==> config.mk <==
export PLATFORM = sky130hd
export DESIGN_NAME = mlx_mode_latch_ext_irq
export DESIGN_NICKNAME = d
export VERILOG_FILES = /design/src/rtl/mlx_pkg.sv /design/src/rtl/mlx_mode_latch_ext_irq.sv
export SDC_FILE = /design/constraint.sdc
export NUM_CORES = 1
export LEC_CHECK = 0
export ABC_CLOCK_PERIOD_IN_PS = 1900
export BUFFER_PORTS_ARGS = -buffer_cell sky130_fd_sc_hd__buf_2
export CAP_MARGIN = 20
export CORE_MARGIN = 5
export CORE_UTILIZATION = 48
export DETAILED_ROUTE_END_ITERATION = 16
export PLACE_DENSITY = 0.74
export SLEW_MARGIN = 20
export SYNTH_ARGS = -nofsm -noshare
export SYNTH_HDL_FRONTEND = slang
export SYNTH_SLANG_ARGS = --single-unit
==> constraint.sdc <==
create_clock -name sys_clk -period 1.9 [get_ports sys_clk]
set_clock_uncertainty 0.2 [all_clocks]
set_input_delay 0.38 -clock sys_clk [delete_from_list [all_inputs] [get_ports sys_clk]]
set_output_delay 0.38 -clock sys_clk [all_outputs]
set_load 0.01 [all_outputs]
==> src/rtl/mlx_pkg.sv <==
package mlx_pkg;

  // Operating mode pair, bit 1 from the second pin, bit 0 from the first
  localparam int MLX_MODE_W = 2;
  localparam logic [1:0] MLX_MODE_RST = 2'h0;

  // Edge/level selection encoding
  localparam logic MLX_TRIG_LEVEL = 1'b0;
  localparam logic MLX_TRIG_FALL = 1'b1;

  // Depth of the reset release synchroniser
  localparam int MLX_RST_SYNC_W = 2;

  // Reset sequencing states
  typedef enum logic [2:0] {
    MLX_ST_RESET = 3'b001,
    MLX_ST_LATCH = 3'b010,
    MLX_ST_RUN = 3'b100
  } mlx_state_t;

  // Software write port for the mode and trigger configuration
  typedef struct packed {
    logic mode_we;
    logic [1:0] mode_wdata;
    logic cfg_we;
    logic trig_a;
    logic trig_b;
  } mlx_cfg_wr_t;

  // Interrupt side outputs
  typedef struct packed {
    logic pend_a;
    logic pend_b;
    logic wake;
  } mlx_irq_t;

endpackage : mlx_pkg

==> src/rtl/mlx_mode_latch_ext_irq.sv <==
// Operation
// RQ1: Latch both mode pins at reset release
// RQ2: First mode pin becomes request A after reset
// RQ3: Second mode pin becomes request B after reset
// RQ4: Software may rewrite mode after reset
// RQ5: Request A passes a synchroniser first
// RQ6: Request A level-low or falling-edge selectable
// RQ7: Request A asserted wakes processor from stop
// RQ8: Request B synchronised before use
// RQ9: Request B level-low or falling-edge selectable
// RQ10: Reset low initialises and holds reset state
// RQ11: Internal reset released synchronously to clock
// RQ12: Detected falling edge held until cleared
module mlx_mode_latch_ext_irq
  import mlx_pkg::*;
(
  input wire logic sys_clk,
  input wire logic nrst,
  input wire logic mode_select_a,
  input wire logic mode_select_b,
  input wire mlx_cfg_wr_t cfg_wr,
  input wire logic clr_a,
  input wire logic clr_b,
  input wire logic in_stop,
  output logic [1:0] op_mode,
  output logic int_rst_n,
  output mlx_irq_t irq
);

  ////////////////////////////////////////////////////////////////////////////
  // Reset release synchroniser: asserts at once, releases on a clock edge
  logic [MLX_RST_SYNC_W-1:0] rst_sync_r;
  logic [MLX_RST_SYNC_W-1:0] rst_sync_nxt;

  // Ones shift in behind release; only the top bit is read, never the first
  always_comb
  begin
    rst_sync_nxt = {rst_sync_r[MLX_RST_SYNC_W-2:0], 1'b1}; // see RQ11
  end

  always_ff @(posedge sys_clk or negedge nrst)
  begin
    if (!nrst)
      rst_sync_r <= '0; // see RQ10
    else
      rst_sync_r <= rst_sync_nxt;
  end

  logic rst_done;
  assign rst_done = rst_sync_r[MLX_RST_SYNC_W-1];

  ////////////////////////////////////////////////////////////////////////////
  // Pin synchronisers; the first stage feeds only the second
  logic a_s1_r;
  logic a_s2_r;
  logic b_s1_r;
  logic b_s2_r;

  always_ff @(posedge sys_clk or negedge nrst)
  begin
    if (!nrst)
    begin
      a_s1_r <= 1'b1;
      a_s2_r <= 1'b1;
      b_s1_r <= 1'b1;
      b_s2_r <= 1'b1;
    end
    else
    begin
      a_s1_r <= mode_select_a; // see RQ5
      a_s2_r <= a_s1_r;
      b_s1_r <= mode_select_b; // see RQ8
      b_s2_r <= b_s1_r;
    end
  end

  ////////////////////////////////////////////////////////////////////////////
  // Sequencer, mode and trigger configuration
  mlx_state_t state_r;
  mlx_state_t state_nxt;
  logic [1:0] mode_r;
  logic [1:0] mode_nxt;
  logic trig_a_r;
  logic trig_a_nxt;
  logic trig_b_r;
  logic trig_b_nxt;
  logic int_rst_n_r;
  logic int_rst_n_nxt;

  // Latch happens on the fourth clock edge after release, so synchronised pins hold
  // the pre-release strap level rather than any later interrupt traffic
  always_comb
  begin
    state_nxt = state_r;
    mode_nxt = mode_r;
    trig_a_nxt = trig_a_r;
    trig_b_nxt = trig_b_r;
    int_rst_n_nxt = int_rst_n_r;
    case (state_r)
      MLX_ST_RESET:
      begin
        if (rst_done)
          state_nxt = MLX_ST_LATCH;
      end
      MLX_ST_LATCH:
      begin
        mode_nxt = {b_s2_r, a_s2_r}; // see RQ1
        int_rst_n_nxt = 1'b1; // see RQ11
        state_nxt = MLX_ST_RUN;
      end
      MLX_ST_RUN:
      begin
        if (cfg_wr.mode_we)
          mode_nxt = cfg_wr.mode_wdata; // see RQ4
        if (cfg_wr.cfg_we)
        begin
          trig_a_nxt = cfg_wr.trig_a; // see RQ6
          trig_b_nxt = cfg_wr.trig_b; // see RQ9
        end
      end
      default:
        state_nxt = MLX_ST_RESET;
    endcase
  end

  always_ff @(posedge sys_clk or negedge nrst)
  begin
    if (!nrst)
    begin
      state_r <= MLX_ST_RESET; // see RQ10
      mode_r <= MLX_MODE_RST;
      trig_a_r <= MLX_TRIG_LEVEL;
      trig_b_r <= MLX_TRIG_LEVEL;
      int_rst_n_r <= 1'b0;
    end
    else
    begin
      state_r <= state_nxt;
      mode_r <= mode_nxt;
      trig_a_r <= trig_a_nxt;
      trig_b_r <= trig_b_nxt;
      int_rst_n_r <= int_rst_n_nxt;
    end
  end

  ////////////////////////////////////////////////////////////////////////////
  // Interrupt request logic, live only once running
  logic run;
  logic a_prev_r;
  logic a_prev_nxt;
  logic b_prev_r;
  logic b_prev_nxt;
  logic pend_a_r;
  logic pend_a_nxt;
  logic pend_b_r;
  logic pend_b_nxt;
  logic wake_r;
  logic wake_nxt;
  logic fall_a;
  logic fall_b;
  logic req_a;

  assign run = (state_r == MLX_ST_RUN);

  // Edge memory set wins over a clear in the same cycle
  always_comb
  begin
    a_prev_nxt = a_s2_r;
    b_prev_nxt = b_s2_r;
    fall_a = run && a_prev_r && !a_s2_r;
    fall_b = run && b_prev_r && !b_s2_r;
    pend_a_nxt = pend_a_r;
    pend_b_nxt = pend_b_r;
    if (!run)
    begin
      pend_a_nxt = 1'b0;
      pend_b_nxt = 1'b0;
    end
    else
    begin
      if (trig_a_r == MLX_TRIG_FALL) // see RQ2
      begin
        if (fall_a)
          pend_a_nxt = 1'b1; // see RQ12
        else if (clr_a)
          pend_a_nxt = 1'b0;
      end
      else
        pend_a_nxt = !a_s2_r; // see RQ6
      if (trig_b_r == MLX_TRIG_FALL) // see RQ3
      begin
        if (fall_b)
          pend_b_nxt = 1'b1; // see RQ12
        else if (clr_b)
          pend_b_nxt = 1'b0;
      end
      else
        pend_b_nxt = !b_s2_r; // see RQ9
    end
    req_a = (trig_a_r == MLX_TRIG_FALL) ? (fall_a || pend_a_r) : !a_s2_r;
    wake_nxt = run && in_stop && req_a; // see RQ7
  end

  always_ff @(posedge sys_clk or negedge nrst)
  begin
    if (!nrst)
    begin
      a_prev_r <= 1'b1;
      b_prev_r <= 1'b1;
      pend_a_r <= 1'b0;
      pend_b_r <= 1'b0;
      wake_r <= 1'b0;
    end
    else
    begin
      a_prev_r <= a_prev_nxt;
      b_prev_r <= b_prev_nxt;
      pend_a_r <= pend_a_nxt;
      pend_b_r <= pend_b_nxt;
      wake_r <= wake_nxt;
    end
  end

  // Outputs straight from flip-flops
  assign op_mode = mode_r;
  assign int_rst_n = int_rst_n_r;
  assign irq = '{pend_a: pend_a_r, pend_b: pend_b_r, wake: wake_r};
endmodule : mlx_mode_latch_ext_irq

==> results.md <==
- Sw Pwr: 277 µW
- Max FFs per register: 3
- Total global-route track usage: 13.0%
- P_int: 715 µW
- Initial antenna violation count: 0
- Vias in the first global route: 498
- Fmax: 662 MHz
- Worst vdd ir: 0.679 mV
- Layout cell share with drive strength beyond 1: 49.3%
- Ports: 19
- Cells after DPL: 79
- Mean number of vias per cell: 4.88
- Placer Congestion: 0.691
- # Post-CTS Setup Buffers: 0
- Layout Utilization: 62.7%
- Leak: 0.000412 µW
- RSZ-0062 raised after global routing: false
- Residual DRC: 0
- Die H: 48.2 µm
- Hold Violations, Final: 0
- Crit Path Category: flip-flop to flip-flop
- Run status: finished clean
- Setup-failing EPs final: 0
- Clock share of power: 20.2%
- Final Instance Area: 846 µm²
- Post-synthesis register bit count: 19
- Initial core utilization: 52.0%
- DRT iter0 DRCs: 2
- Final Cycle Share: 79.5%
- Grt met2 use: 22.7%
- Final ANT Viol Nets: 0
- Later-pin clock latency in the skew report: 0.30 ns
- Crit path max fanout: 5
- Busiest grt layer: met2
- Final WL: 1190 µm
- Fin nets: 85
- Reg with most FFs: state_r
- Sw Share: 27.9%
- Die width: 48.2 µm
- Hold_buf cts: 3
- Finished Layout Cells: 86
- Total gr overflow: 0
- Nature of the critical path endpoint: flip-flop
- Critical Path AT: 1.49 ns
- Max Cap Violations: 0
- Gate Count Post-Synth: 49
- CTS buffer count: 3
- Fillcell total: 110
- WP data required: 1.88 ns
- First-pass GRT wire length: 2070 µm
- GR Util met1: 14.9%
- Routed len/inst: 13.8 µm
- P&R area growth vs syn: 20.5%
- Post-synth cell types: 21
- Syn Nets: 62
- Startpoint type of the worst setup path: flip-flop
- Power per cell area: 1170 mW/mm²
- Commonest cells after routing, fill and taps aside: 18 x buf_2, 12 x dfrtp_1, 7 x dfstp_2, 4 x o22ai_1
- Final setup TNS: 0 ns
- TritonCTS clock tree: built
- Area occupied by multi-input gates: 188 µm²
- Hold crit path type: input port to flip-flop
- IO Port Bufs: 18
- Post-synthesis sequential area ratio: 69.0%
- Sequential Area: 484 µm²
- Die area: 0.00233 mm²
- DP HPWL: 845 µm
- Diodes inserted: 0
- Area after DPL: 788 µm²
- Row count: 13
- Global Route met3 Usage: 3.69%
- Logic pwr share: 22.9%
- H-Tree Depth: 1
- DR pass1 iterations: 2
- Pin count of the biggest net entering global routing: 20
- Core area: 0.00135 mm²
- Clk root buf: clkbuf_4
- Ys Warns: 0
- Commonest non-fill, non-tap cell in the layout: buf_2
- Sequential power share: 56.9%
- Syn_area_per_cell: 14.3 µm²
- Final min period: 1.51 ns
- DR vias: 420
- Clock transition at path regs: 0.11 ns
- Clock Tree Buf Depth: 2
- Clock Sinks: 19
- Post-synthesis instance area: 702 µm²
- Post-cts sizing count: 0
- Slew Limit Fails: 0
==> cell families (layout without fill, tap and decap cells) <==
family	count (synthesis)	after routing	synth area share, %
buf+inv	5	27	4.28
simple gates	15	15	15.9
mux	2	2	4.28
compound gates	7	7	6.06
other cells	1	1	0.534
flops	19	19	69.0
==> power groups by stage <==
stage | registers [µW] | clock network, µW | logic (µW)
5_1_grt | 578 | 221 | 253
4_1_cts | 567 | 205 | 232
3_5_place_dp | 573 | 0 | 224
2_1_floorplan | 575 | 0 | 139
6_report | 564 | 200 | 227
3_3_place_gp | 569 | 0 | 218
==> worst paths after layout <==
path | slack, ns | cells past startpoint | startpoint | end
max reg2reg | 0.39 | 3 | state_r[1] | trig_b_r
min | 0.12 | 2 | cfg_wr[1] | trig_a_r
max | 0.39 | 3 | state_r[1] | trig_b_r
min reg2reg | 0.16 | 0 | rst_sync_r[0] | rst_sync_r[1]
max in group asynchronous | 0.84 | 2 | nrst | b_prev_r
min in group asynchronous | 0.33 | 2 | nrst | pend_b_r
==> cells in the mapped netlist <==
cell | instances | area share, %
nor2b_1 | 2 | 1.8
and4bb_1 | 1 | 1.8
nand2b_2 | 1 | 1.2
and2_1 | 2 | 1.8
dfstp_2 | 7 | 26
nand2b_1 | 1 | 0.89
nand4bb_1 | 1 | 1.6
o21ai_0 | 1 | 0.71
buf_4 | 3 | 3.2
a31oi_1 | 2 | 1.8
nor3b_2 | 1 | 1.8
and3_1 | 1 | 0.89
mux2_4 | 2 | 4.3
nand2_1 | 2 | 1.1
or3b_4 | 1 | 1.6
o22ai_1 | 4 | 3.6
inv_1 | 2 | 1.1
conb_1 | 1 | 0.53
nor2_1 | 1 | 0.53
nand2_2 | 1 | 0.89
dfrtp_1 | 12 | 43
==> critical path: stages, from the launching register on <==
cell     delay (ns)
dfrtp_1        0.42
nor3b_2        0.33
nand2_2        0.13
mux2_4         0.31
==> final cells by class <==
| class | instances | area share [%] |
|---|---|---|
| sequential | 19 | 57.2 |
| multi-input combinational | 25 | 22.2 |
| timing repair buffer | 21 | 14.2 |
| clock buffer | 3 | 2.66 |
| tap | 15 | 2.22 |
| inverter | 2 | 0.888 |
| clock inverter | 1 | 0.592 |
==> through the flow <==
step | setup slack [ns] | total power (µW) | hold WS (ns)
3_5_place_dp | 0.398 | 797 | 0.136
4_1_cts | 0.369 | 1000 | 0.114
5_1_grt | 0.317 | 1050 | 0.113
6_report | 0.390 | 992 | 0.123
2_1_floorplan | 0.549 | 714 | -0.116
3_3_place_gp | 0.491 | 787 | 0.127
==> routing by layer <==
| metal | wire (µm) | share of wire [%] | vias up |
|---|---|---|---|
| met5 | 0 | 0 | - |
| met4 | 9 | 0.76 | 0 |
| met3 | 72 | 6.1 | 2 |
| met2 | 608 | 51 | 13 |
| met1 | 496 | 42 | 199 |
| li1 | - | - | 206 |
(Power assumes the default switching activity.)
